$ cat config.mk
export PLATFORM = sky130hd
export DESIGN_NAME = flash_erase_write_control
export DESIGN_NICKNAME = d
export VERILOG_FILES = /design/src/flash_ctl_pkg.sv /design/src/flash_ctl_if.sv /design/src/flash_erase_write_control.sv /design/src/flash_page_buffer.sv
export SDC_FILE = /design/constraint.sdc
export NUM_CORES = 1
export LEC_CHECK = 0
export BUFFER_PORTS_ARGS = -buffer_cell sky130_fd_sc_hd__buf_2
export CAP_MARGIN = 20
export CORE_MARGIN = 4
export CORE_UTILIZATION = 45
export CTS_CLUSTER_SIZE = 12
export DETAILED_ROUTE_END_ITERATION = 10
export PLACE_DENSITY = 0.68
export SLEW_MARGIN = 20
export SYNTH_ARGS = -nofsm -noshare
export SYNTH_HDL_FRONTEND = slang
export SYNTH_SLANG_ARGS = --single-unit
$ cat constraint.sdc
create_clock -name pclk -period 8.9 [get_ports pclk]
set_input_delay 0.445 -clock pclk [delete_from_list [all_inputs] [get_ports pclk]]
set_output_delay 0.445 -clock pclk [all_outputs]
set_load 0.02 [all_outputs]
$ cat src/flash_ctl_pkg.sv
/*
  Package for the flash erase/write controller: register map, field positions,
  mode codes, unlock key and timing constants.
  Assumes a 40 MHz APB clock and 32-bit APB data with one register per word.
*/
package flash_ctl_pkg;
  localparam int unsigned CLK_HZ = 40000000;
  localparam int unsigned ADDR_W = 8;
  localparam logic [ADDR_W-1:0] OFF_CTRL0 = 8'h00;
  localparam logic [ADDR_W-1:0] OFF_BUF_CLR = 8'h04;
  localparam logic [ADDR_W-1:0] OFF_ADDR_LO = 8'h08;
  localparam logic [ADDR_W-1:0] OFF_ADDR_HI = 8'h0c;
  localparam logic [ADDR_W-1:0] OFF_D0L = 8'h10;
  localparam logic [ADDR_W-1:0] OFF_D0H = 8'h14;
  localparam logic [ADDR_W-1:0] OFF_K1L = 8'h18;
  localparam logic [ADDR_W-1:0] OFF_K1H = 8'h1c;
  localparam logic [ADDR_W-1:0] OFF_K2L = 8'h20;
  localparam logic [ADDR_W-1:0] OFF_K2H = 8'h24;
  localparam logic [ADDR_W-1:0] OFF_K3L = 8'h28;
  localparam logic [ADDR_W-1:0] OFF_K3H = 8'h2c;
  localparam logic [ADDR_W-1:0] OFF_STATUS = 8'h30;

  localparam int unsigned BIT_ENABLED = 7;
  localparam int unsigned BIT_MODE_LO = 4;
  localparam int unsigned BIT_TRIGGER = 3;
  localparam int unsigned BIT_INITIATE = 2;
  localparam int unsigned BIT_CLEAR = 0;

  typedef enum logic [2:0] {
    MODE_WRITE = 3'b000,
    MODE_PAGE_ERASE = 3'b001,
    MODE_READ = 3'b011,
    MODE_UNLOCK = 3'b110
  } op_mode_t;

  localparam logic [7:0] KEY1_LO = 8'h00;
  localparam logic [7:0] KEY2_LO = 8'h0d;
  localparam logic [7:0] KEY3_LO = 8'hc3;
  localparam logic [7:0] KEY1_HI = 8'h04;
  localparam logic [7:0] KEY2_HI = 8'h09;
  localparam logic [7:0] KEY3_HI = 8'h40;

  localparam int unsigned PAGE_WORDS = 32;
  localparam int unsigned WORD_IDX_W = 5;
  localparam int unsigned FADDR_W = 13;
  localparam logic [7:0] ADDR_HI_MASK = 8'h1f;
  localparam logic [15:0] BUF_INIT = 16'h0000;

  localparam int unsigned PROG_TIME_US = 2200;
  localparam int unsigned PROG_CYCLES = PROG_TIME_US * (CLK_HZ / 1000000);
  localparam int unsigned UNLOCK_TIME_US = 1000;
  localparam int unsigned UNLOCK_CYCLES = UNLOCK_TIME_US * (CLK_HZ / 1000000);
endpackage

$ cat src/flash_ctl_if.sv
/*
  Interface between the register front end and the page write buffer.
  Assumes both sides run on pclk.
*/
`timescale 1ns/10ps
interface flash_buf_if;
  import flash_ctl_pkg::*;
  logic load;
  logic [WORD_IDX_W-1:0] idx;
  logic [15:0] wdata;
  logic clear;
  logic clear_done;
  logic [WORD_IDX_W-1:0] rd_idx;
  logic [15:0] rd_data;
  modport ctrl (output load, idx, wdata, clear, rd_idx, input clear_done, rd_data);
  modport buffer (input load, idx, wdata, clear, rd_idx, output clear_done, rd_data);
endinterface

$ cat src/flash_erase_write_control.sv
/*
  Flash erase/write controller: APB register front end, unlock sequence,
  page erase and page write towards the flash array, CPU stall.
  Assumes a 40 MHz pclk, APB master, and a flash array that takes a page
  erase or a per-word program strobe and needs no handshake back.
*/
`timescale 1ns/10ps
module flash_erase_write_control
  import flash_ctl_pkg::*;
#(
  parameter int unsigned PROG_COUNT = PROG_CYCLES,
  parameter int unsigned UNLOCK_COUNT = UNLOCK_CYCLES
)(
  input wire logic pclk,
  input wire logic presetn,
  input wire logic psel,
  input wire logic penable,
  input wire logic pwrite,
  input wire logic [ADDR_W-1:0] paddr,
  input wire logic [31:0] pwdata,
  output logic [31:0] prdata,
  output logic pready,
  output logic pslverr,
  output logic cpu_stall,
  output logic flash_erase,
  output logic flash_prog,
  output logic [FADDR_W-1:0] flash_addr,
  output logic [15:0] flash_wdata
);
  typedef enum logic [1:0] {
    ST_IDLE = 2'b00,
    ST_ERASE = 2'b01,
    ST_PROG = 2'b10
  } op_state_t;

  flash_buf_if buf_bus ();

  flash_page_buffer u_buf (
    .pclk(pclk),
    .presetn(presetn),
    .bus(buf_bus)
  );

  function automatic logic hit(input logic [ADDR_W-1:0] a, input logic [ADDR_W-1:0] off);
    hit = (a == off);
  endfunction

  logic wr_en, rd_en;
  assign wr_en = psel && penable && pwrite;
  assign rd_en = psel && !pwrite;
  assign pready = 1'b1;

  logic enabled_r, enabled_nxt;
  logic [2:0] mode_r, mode_nxt;
  logic trigger_r, trigger_nxt;
  logic initiate_r, initiate_nxt;
  logic clear_r, clear_nxt;
  logic [7:0] alo_r, alo_nxt, ahi_r, ahi_nxt, d0l_r, d0l_nxt, d0h_r, d0h_nxt;
  logic [7:0] key_r [6];
  logic [7:0] key_nxt [6];
  logic [WORD_IDX_W-1:0] fill_r, fill_nxt;
  logic [31:0] timer_r, timer_nxt;
  logic [31:0] ptimer_r, ptimer_nxt;
  logic [WORD_IDX_W-1:0] widx_r, widx_nxt;
  op_state_t st_r, st_nxt;
  logic [31:0] rdata_nxt;
  logic key_ok, slverr_nxt, mapped;
  logic [FADDR_W-1:0] faddr;

  localparam logic [ADDR_W-1:0] KEY_OFF [6] = '{OFF_K1L, OFF_K2L, OFF_K3L, OFF_K1H, OFF_K2H, OFF_K3H};
  localparam logic [7:0] KEY_VAL [6] = '{KEY1_LO, KEY2_LO, KEY3_LO, KEY1_HI, KEY2_HI, KEY3_HI};

  assign faddr = {ahi_r[4:0], alo_r};
  assign key_ok = (key_r[0] == KEY_VAL[0]) && (key_r[1] == KEY_VAL[1]) && (key_r[2] == KEY_VAL[2])
    && (key_r[3] == KEY_VAL[3]) && (key_r[4] == KEY_VAL[4]) && (key_r[5] == KEY_VAL[5]);

  always_comb begin
    mapped = 1'b0;
    for (int i = 0; i < 6; i++) begin
      if (hit(paddr, KEY_OFF[i])) begin
        mapped = 1'b1;
      end
    end
    if (hit(paddr, OFF_CTRL0) || hit(paddr, OFF_BUF_CLR) || hit(paddr, OFF_ADDR_LO) || hit(paddr, OFF_ADDR_HI)
        || hit(paddr, OFF_D0L) || hit(paddr, OFF_D0H) || hit(paddr, OFF_STATUS)) begin
      mapped = 1'b1;
    end
  end

  always_comb begin
    enabled_nxt = enabled_r;
    mode_nxt = mode_r;
    trigger_nxt = trigger_r;
    initiate_nxt = initiate_r;
    clear_nxt = clear_r;
    alo_nxt = alo_r;
    ahi_nxt = ahi_r;
    d0l_nxt = d0l_r;
    d0h_nxt = d0h_r;
    key_nxt = key_r;
    fill_nxt = fill_r;
    timer_nxt = timer_r;
    ptimer_nxt = ptimer_r;
    widx_nxt = widx_r;
    st_nxt = st_r;
    buf_bus.load = 1'b0;
    buf_bus.idx = fill_r;
    buf_bus.wdata = {d0h_r, d0l_r};
    // Software writes; stalled CPU cannot issue any during an operation
    if (wr_en && st_r == ST_IDLE) begin
      if (hit(paddr, OFF_CTRL0)) begin
        if (!pwdata[BIT_ENABLED]) begin
          enabled_nxt = 1'b0;
        end
        mode_nxt = pwdata[BIT_MODE_LO +: 3];
        if (pwdata[BIT_TRIGGER] && !trigger_r && pwdata[BIT_MODE_LO +: 3] == MODE_UNLOCK) begin
          trigger_nxt = 1'b1;
          timer_nxt = UNLOCK_COUNT;
          for (int i = 0; i < 6; i++) begin
            key_nxt[i] = ~KEY_VAL[i];
          end
        end
        if (pwdata[BIT_INITIATE] && !initiate_r) begin
          initiate_nxt = 1'b1;
        end
      end
      if (hit(paddr, OFF_BUF_CLR) && pwdata[BIT_CLEAR]) begin
        clear_nxt = 1'b1;
      end
      if (hit(paddr, OFF_ADDR_LO)) begin
        alo_nxt = pwdata[7:0];
        fill_nxt = pwdata[WORD_IDX_W-1:0];
      end
      if (hit(paddr, OFF_ADDR_HI)) begin
        ahi_nxt = pwdata[7:0] & ADDR_HI_MASK;
      end
      if (hit(paddr, OFF_D0L)) begin
        d0l_nxt = pwdata[7:0];
      end
      if (hit(paddr, OFF_D0H)) begin
        d0h_nxt = pwdata[7:0];
        buf_bus.load = 1'b1;
        buf_bus.wdata = {pwdata[7:0], d0l_r};
        if (fill_r != WORD_IDX_W'(PAGE_WORDS - 1)) begin
          fill_nxt = fill_r + 1'b1;
          {ahi_nxt[4:0], alo_nxt} = faddr + 1'b1;
        end
      end
      for (int i = 0; i < 6; i++) begin
        if (trigger_r && hit(paddr, KEY_OFF[i])) begin
          key_nxt[i] = pwdata[7:0];
        end
      end
    end
    // Unlock window
    if (trigger_r) begin
      if (timer_r <= 32'd1) begin
        trigger_nxt = 1'b0;
        enabled_nxt = key_ok;
      end else begin
        timer_nxt = timer_r - 32'd1;
      end
    end
    if (clear_r && buf_bus.clear_done) begin
      clear_nxt = 1'b0;
      fill_nxt = '0;
    end
    unique case (st_r)
      ST_IDLE: begin
        if (initiate_r) begin
          if (!enabled_r || (mode_r != MODE_WRITE && mode_r != MODE_PAGE_ERASE)) begin
            initiate_nxt = 1'b0;
          end else begin
            ptimer_nxt = PROG_COUNT;
            widx_nxt = '0;
            st_nxt = (mode_r == MODE_PAGE_ERASE) ? ST_ERASE : ST_PROG;
          end
        end
      end
      ST_ERASE, ST_PROG: begin
        if (st_r == ST_PROG && widx_r != WORD_IDX_W'(PAGE_WORDS - 1)) begin
          widx_nxt = widx_r + 1'b1;
        end
        if (ptimer_r <= 32'd1) begin
          initiate_nxt = 1'b0;
          st_nxt = ST_IDLE;
        end else begin
          ptimer_nxt = ptimer_r - 32'd1;
        end
      end
      default: st_nxt = ST_IDLE;
    endcase
  end

  assign buf_bus.clear = clear_r;
  assign buf_bus.rd_idx = widx_r;

  always_comb begin
    rdata_nxt = '0;
    slverr_nxt = 1'b0;
    if (rd_en) begin
      if (hit(paddr, OFF_CTRL0)) begin
        rdata_nxt[BIT_ENABLED] = enabled_r;
        rdata_nxt[BIT_MODE_LO +: 3] = mode_r;
        rdata_nxt[BIT_TRIGGER] = trigger_r;
        rdata_nxt[BIT_INITIATE] = initiate_r;
      end
      if (hit(paddr, OFF_BUF_CLR)) begin
        rdata_nxt[BIT_CLEAR] = clear_r;
      end
      if (hit(paddr, OFF_ADDR_LO)) begin
        rdata_nxt[7:0] = alo_r;
      end
      if (hit(paddr, OFF_ADDR_HI)) begin
        rdata_nxt[7:0] = ahi_r;
      end
      if (hit(paddr, OFF_D0L)) begin
        rdata_nxt[7:0] = d0l_r;
      end
      if (hit(paddr, OFF_D0H)) begin
        rdata_nxt[7:0] = d0h_r;
      end
      for (int i = 0; i < 6; i++) begin
        if (hit(paddr, KEY_OFF[i])) begin
          rdata_nxt[7:0] = key_r[i];
        end
      end
      if (hit(paddr, OFF_STATUS)) begin
        rdata_nxt[WORD_IDX_W-1:0] = fill_r;
      end
      slverr_nxt = !mapped;
    end
  end

  always_ff @(posedge pclk or negedge presetn) begin
    if (!presetn) begin
      enabled_r <= 1'b0;
      mode_r <= 3'b000;
      trigger_r <= 1'b0;
      initiate_r <= 1'b0;
      clear_r <= 1'b0;
      alo_r <= 8'h00;
      ahi_r <= 8'h00;
      d0l_r <= 8'h00;
      d0h_r <= 8'h00;
      for (int i = 0; i < 6; i++) begin
        key_r[i] <= 8'hff;
      end
      fill_r <= '0;
      timer_r <= '0;
      ptimer_r <= '0;
      widx_r <= '0;
      st_r <= ST_IDLE;
      prdata <= '0;
      pslverr <= 1'b0;
    end else begin
      enabled_r <= enabled_nxt;
      mode_r <= mode_nxt;
      trigger_r <= trigger_nxt;
      initiate_r <= initiate_nxt;
      clear_r <= clear_nxt;
      alo_r <= alo_nxt;
      ahi_r <= ahi_nxt;
      d0l_r <= d0l_nxt;
      d0h_r <= d0h_nxt;
      key_r <= key_nxt;
      fill_r <= fill_nxt;
      timer_r <= timer_nxt;
      ptimer_r <= ptimer_nxt;
      widx_r <= widx_nxt;
      st_r <= st_nxt;
      prdata <= rdata_nxt;
      pslverr <= slverr_nxt;
    end
  end

  // Flash array side; page base from bits 12..5, whole page erased
  always_ff @(posedge pclk or negedge presetn) begin
    if (!presetn) begin
      flash_erase <= 1'b0;
      flash_prog <= 1'b0;
      flash_addr <= '0;
      flash_wdata <= '0;
    end else begin
      flash_erase <= (st_r == ST_ERASE);
      flash_prog <= (st_r == ST_PROG) && (ptimer_r > PROG_COUNT - PAGE_WORDS);
      flash_addr <= (st_r == ST_PROG) ? {faddr[FADDR_W-1:WORD_IDX_W], widx_r} : {faddr[FADDR_W-1:WORD_IDX_W], 5'h00};
      flash_wdata <= buf_bus.rd_data;
    end
  end

  // Stall also covers the last cycle of the registered flash strobes
  assign cpu_stall = (st_r != ST_IDLE) || flash_erase || flash_prog;
endmodule

$ cat src/flash_page_buffer.sv
/*
  Page write buffer of 32 words with a word-by-word clear sweep.
  Assumes the controller drives load, clear and read index on pclk.
*/
`timescale 1ns/10ps
module flash_page_buffer
  import flash_ctl_pkg::*;
(
  input wire logic pclk,
  input wire logic presetn,
  flash_buf_if.buffer bus
);
  logic [15:0] mem [PAGE_WORDS];
  logic clearing_r, clearing_nxt;
  logic [WORD_IDX_W-1:0] sweep_r, sweep_nxt;

  always_comb begin
    clearing_nxt = clearing_r;
    sweep_nxt = sweep_r;
    if (bus.clear && !clearing_r) begin
      clearing_nxt = 1'b1;
      sweep_nxt = '0;
    end else if (clearing_r) begin
      sweep_nxt = sweep_r + 1'b1;
      if (sweep_r == WORD_IDX_W'(PAGE_WORDS - 1)) begin
        clearing_nxt = 1'b0;
      end
    end
  end

  always_ff @(posedge pclk or negedge presetn) begin
    if (!presetn) begin
      clearing_r <= 1'b0;
      sweep_r <= '0;
    end else begin
      clearing_r <= clearing_nxt;
      sweep_r <= sweep_nxt;
    end
  end

  // Every word returns to its initial value
  always_ff @(posedge pclk) begin
    if (clearing_r) begin
      mem[sweep_r] <= BUF_INIT;
    end else if (bus.load) begin
      mem[bus.idx] <= bus.wdata;
    end
  end

  assign bus.clear_done = clearing_r && (sweep_r == WORD_IDX_W'(PAGE_WORDS - 1));
  assign bus.rd_data = mem[bus.rd_idx];
endmodule

Word-level counts from Yosys, hierarchy flattened --
Memories as Yosys holds them, arrays and structs flattened. A register that Yosys moved wholly into a read port is not among the register bits. Cells that the tools add are included.
Word-level totals: register bits after elaboration 190, RAM bits 512, bits of input ports 45, output and inout port bits 66, word-level logic and storage cells 241, memories kept 1
Memory list:
- u_buf.mem | depth 32, width 16, read ports 1, clocked after memory_dff 1, write ports 1, line flash_page_buffer.sv:13 | logic [15:0] mem [PAGE_WORDS];
Cells by class: $add $sub $neg 6, order comparisons 3, equality and inequality tests 30, multiplexer cells 97, reduce and logical (&&, ||, !) cells 77
Operators by type and width (count):
- 32-bit two-way mux | 8
- 8-bit two-way mux | 20
- 48-bit two-way mux | 2
- 5-bit two-way mux | 16
- 32-bit by 1-bit <= comparator with 1-bit output (second input constant) | 2
- 32-bit case mux with 2 select lines | 1
- 32-bit by 1-bit subtractor with 32-bit output (second input constant) | 2
- 16-bit two-way mux | 3
- 8-bit by 6-bit equality test with 1-bit output (second input constant) | 5
- 1-bit two-way mux | 39
- 2-bit nonzero test | 17
- 8-bit by 4-bit equality test with 1-bit output (second input constant) | 4
- 8-bit by 5-bit equality test with 1-bit output (second input constant) | 4
- 32-bit by 17-bit greater-than comparator with 1-bit output (second input constant) | 1
- 1-bit logical AND | 25
- 3-bit AND reduction | 7
- 8-bit by 3-bit equality test with 1-bit output (second input constant) | 2
- 8-bit logical NOT | 2
- 16-bit OR reduction | 1
- 5-bit by 1-bit adder with 5-bit output (second input constant) | 3
- 13-bit by 1-bit adder with 13-bit output (second input constant) | 1
- 2-bit != test (second input constant) | 5
- 5-bit != test (second input constant) | 2
- 5-bit case mux with 2 select lines | 1
- 19 further kinds | 40

Logic depth before layout (Yosys ltp) --
depth after elaboration 14, mapped depth 9

Hierarchy --
Synthesis repeated with hierarchy kept, for this count alone.
Second synthesis, totals: cell total of the unflattened synthesis 2330, area, all modules 31363.8 µm²
Modules (own cells, without submodules):
- flash_page_buffer | instances 1, cells an instance 1190, area an instance 20689.8 µm², seq. area each 15524.9 µm²
- flash_erase_write_control | instances 1, cells an instance 1140, area an instance 10674.0 µm², seq. area each 5064.9 µm²

Worst setup path after synthesis --
OpenSTA, ideal clock, no wires.
kind input-to-reg, start point input port paddr[7], end point memory u_buf.mem[0][10], data pin, arrival 3167 ps, path slack 5288 ps, stages on the path 7, buffers on the path 3, cells stage by stage buf_2 or4b_4 buf_6 nor2_1 nand2_1 clkbuf_1 nor3_1
On the way: longest elaborated chain between the ends 8
Ends and longest elaborated chain:
- from (decl) | line flash_erase_write_control.sv:19 | input wire logic [ADDR_W-1:0] paddr,
- 8-bit by 5-bit equality test with 1-bit output (*) | line flash_erase_write_control.sv:45 | hit = (a == off);
- 1-bit two-way mux | line flash_erase_write_control.sv:140 | if (hit(paddr, OFF_D0H)) begin
- 1-bit two-way mux | line flash_erase_write_control.sv:110 | if (wr_en && st_r == ST_IDLE) begin
- 1-bit two-way mux | line flash_page_buffer.sv:45 | end else if (bus.load) begin
- 1-bit two-way mux | line flash_page_buffer.sv:43 | if (clearing_r) begin
- 1-bit two-way mux (implied by the code) | line flash_page_buffer.sv:46 | mem[bus.idx] <= bus.wdata;
- 16-bit OR reduction (no line)
- 16-bit two-way mux (no line) (*)
- to (decl) | line flash_page_buffer.sv:13
Every way passes the cells marked *; elsewhere a longest branch is shown, timed or not.

Final worst setup path --
start point register st_r[0], end point memory u_buf.mem[1][0] (enable)
On the way: longest elaborated chain between the ends 8
Ends and longest elaborated chain:
- from (decl) | line flash_erase_write_control.sv:65 | op_state_t st_r, st_nxt;
- from (signal assigned) | line flash_erase_write_control.sv:271 | st_r <= st_nxt;
- 2-bit logical NOT (*) | line flash_erase_write_control.sv:110
- 1-bit logical AND (*) | line flash_erase_write_control.sv:110
- 1-bit two-way mux (*) | line flash_erase_write_control.sv:110
- 1-bit two-way mux (*) | line flash_page_buffer.sv:45
- 1-bit two-way mux (*) | line flash_page_buffer.sv:43
- 1-bit two-way mux (implied by the code) (*) | line flash_page_buffer.sv:46
- 16-bit OR reduction (no line)
- 5-bit two-way mux (no line) or 1-bit two-way mux (tied branches)
Marks and branches as above.

==> reports/metrics.yaml <==
placed_design:
  gp_congestion: 0.910
  io_buffers: 61
  hpwl_mm: 44.1
  dp.cells: 2796
worst_setup_path:
  end_kind: "flop"
  worstPathCellList: "inv_1 -> ha_1 -> nand4_1 -> buf_4 -> nor4_4 -> buf_4 -> mux2i_1 -> o21ai_0 -> nor2_2 -> buf_8"
  reg2reg_from: "st_r[0]$_DFFE_PN0P_"
  crit_slowest_cell: "nor2_2"
  startpoint_type: "flop"
  rrSetupSlack_ns: 5.03
  regToRegEndpoint: "u_buf.mem[1][0]$_DFFE_PP_"
  worstSetupPathType: "flop to flop"
  critical-path-max-stage-delay_ns: 0.70
  cp_common_cell: "buf_4"
  critPathArrivalTime_ns: 4.19
  rr_worst_depth: 10
  required_ns: 9.22
  critPathMaxFanout: 23
final_layout:
  antenna_cells: 0
  layout.cells.non_filler: 2929
  register_area_um2: 20600
  drive_gt1_frac: 0.249
  area_growth_syn_to_layout_pct: 12.0
  num-fill-cells: 5454
  final_cell_mix: "512 x edfxtp_1, 160 x mux4_2, 154 x dfrtp_1"
  nets: 2062
  final_common_cell: "edfxtp_1"
  multi_input_area_um2: 9620
global_route:
  overflow: 0
  grt_pass1_wl_mm: 112
  grt_pass1_vias: 18300
  antenna_found_initial: 4
  grt_max_degree: 81
  grt_usage: 0.204
logic_synthesis:
  synth_compound_area_frac: 0.0690
  synth_top_area_share: 0.501
  synth-seq-cells: 718
  synth.yosys.seq_area_share: 0.671
  synth_ff_type: "edfxtp_1"
  synth-edff-count: 512
  syn_avg_cell_area_um2: 15.8
  synth_top_family_by_area: "multiplexers"
  synthAdderAreaFrac: 0.00612
  async_flop_share: 0.287
  synthMuxAreaShare: 0.141
  synth.cell_area_um2: 30700
  ys_warn_count: 0
  yosys.area.top_type: "edfxtp_1"
  synthCells: 1935
  synth_xor_area_frac: 0.000857
  synth.distinct_cells: 81
  synth_area_leaders: "edfxtp_1 50%, dfrtp_1 13%, mux4_2 12%"
  synth_simple_gate_area_frac: 0.0877
worst_hold_path:
  min_to: "key_r[43]$_DFFE_PN1P_"
  hold_start: "pwdata[3]"
  min-delay-path-class: "primary input to flop"
  min_path_cells: 2
sta:
  tightest_slew_ns: 1.11
  setup_viol: 0
  timing.fmax_ghz: 0.259
  setup_tns_ns: 0
  min_period_over_period: 0.434
  finClkSkew_ns: 0.0198
  slew-limit-headroom: 0.256
  hold_viol: 0
  timing.hold.ws_ns: 0.163
  drv_slew: 0
  min_period_ns: 3.87
  rsz0062_at_grt: "no"
floorplan:
  core_area_um2: 67400
  die_w_um: 269
  ios: 111
  die-area_um2: 72400
  die_h_um: 269
  rows: 95
  initial_utilization: 0.455
routing:
  viasPerCell: 6.13
  drc_errors: 0
  drt_iter0_drc: 1993
  routed_wirelength_mm: 72.8
  vias: 17900
  wire_per_inst_um: 24.9
  first_pass_iters: 7
  drtAntennaViolNets: 0
cts:
  clkTransAtPathRegs_ns: 0.06
  cts_tree: "yes"
  h-tree-depth: 3
  cts_buffer_depth: 3
  cts_made_buffers: 75
  clock_latency_ns: 0.62
  clkSinkCount: 718
  cts_root_buf: "clkbuf_16"
power_and_ir_drop:
  power_mw: 8.05
  vdd_drop_max_mv: 0.145
  power.density_nw_per_um2: 235
  power_leakage_nw: 10.9
run_status:
  status: "finished clean"
run:
  drv_cap: 0
per-stage QoR:
stage	instance area [um2]	worst slack, ns	util
4_1_cts	34300	4.92	0.509
6_report	34300	5.03	0.509
3_5_place_dp	31900	4.78	0.474
2_1_floorplan	30700	5.29	-
3_3_place_gp	31900	4.84	0.473
5_1_grt	34300	4.84	0.509
synthesized netlist by cell type, drive strengths merged, types with 8 or more instances:
library cell	instances
edfxtp	512
mux4	160
dfrtp	158
nor2	124
nand2	105
o21ai	86
buf	78
a21oi	68
clkbuf	54
dfstp	48
nand3	38
nor3	37
mux2i	36
mux2	32
nor4	28
or3	26
or4	25
o31ai	24
and2	21
o22a	19
nand2b	18
nand4	17
ha	15
o211ai	15
a22o	14
and3	14
inv	14
a31oi	13
nor4b	11
o22ai	11
o41ai	8
report_power, final:
part / leakage [nW] / switching, mW / internal, mW
combinational: 3.14 / 0.627 / 0.551
sequential: 6.61 / 0.173 / 3.71
clock: 1.14 / 1.26 / 1.73
total: 10.9 / 2.06 / 5.99
cell families after synthesis:
| kind of cell | count (synthesis) |
|---|---|
| xor gates and xnor gates | 3 |
| other | 2 |
| adders and majority gates | 15 |
| muxes | 228 |
| AOI/OAI and AO/OA | 321 |
| buffers and inverters | 148 |
| DFF | 718 |
| and+or+nand+nor | 500 |
worst max-delay path: cells and delay by family, from the launching register on:
family          cells  cell delay (ns)
compound gates      1             0.43
fa+ha+maj           1             0.36
buf+inv             4             0.88
flops               1             0.42
mux                 1             0.36
simple gates        3             1.12
sequential cells by signal, indices dropped and copies added (netlist names), 13 cells and up:
signal and flops:
flash_wdata 16, flash_addr 13, key_r 48, ptimer_r 32, timer_r 32, u_buf.mem 512
repair_timing:
action | in CTS | in global routing
gates resized for setup | 0 | 0
buffers inserted | 0 | 0
hold buffers | 1 | 0
setup endpoints to repair | 0 | 0
endpoints found under the hold margin | 61 | 0
worst max path at each step:
stage | startpoint | end | slack (ns) | cells past startpoint
2_1_floorplan | paddr[7] | u_buf.mem[0][10]$_DFFE_PP_ | 5.29 | 7
3_3_place_gp | paddr[2] | u_buf.mem[0][7]$_DFFE_PP_ | 4.84 | 7
3_5_place_dp | paddr[2] | u_buf.mem[2][7]$_DFFE_PP_ | 4.78 | 7
4_1_cts | st_r[0]$_DFFE_PN0P_ | u_buf.mem[2][0]$_DFFE_PP_ | 4.92 | 9
5_1_grt | st_r[0]$_DFFE_PN0P_ | u_buf.mem[1][0]$_DFFE_PP_ | 4.84 | 10
6_report | st_r[0]$_DFFE_PN0P_ | u_buf.mem[1][0]$_DFFE_PP_ | 5.03 | 10
layout make-up:
class,instances,share of cell area
timing repair buffer,99,0.0180
tap,873,0.0318
multi-input combinational,1092,0.280
inverter,16,0.00175
clock buffer,119,0.0654
sequential,718,0.600
clock inverter,12,0.00284
per-layer routing:
layer	up-vias	global-route usage	share of wire
met2	768	0.326	0.47
li1	7804	-	-
met1	9217	0.286	0.42
met4	4	0.0606	0.029
met5	-	0	0.00029
met3	154	0.0444	0.080
No activity file was read; power rests on OpenSTA's default activity.
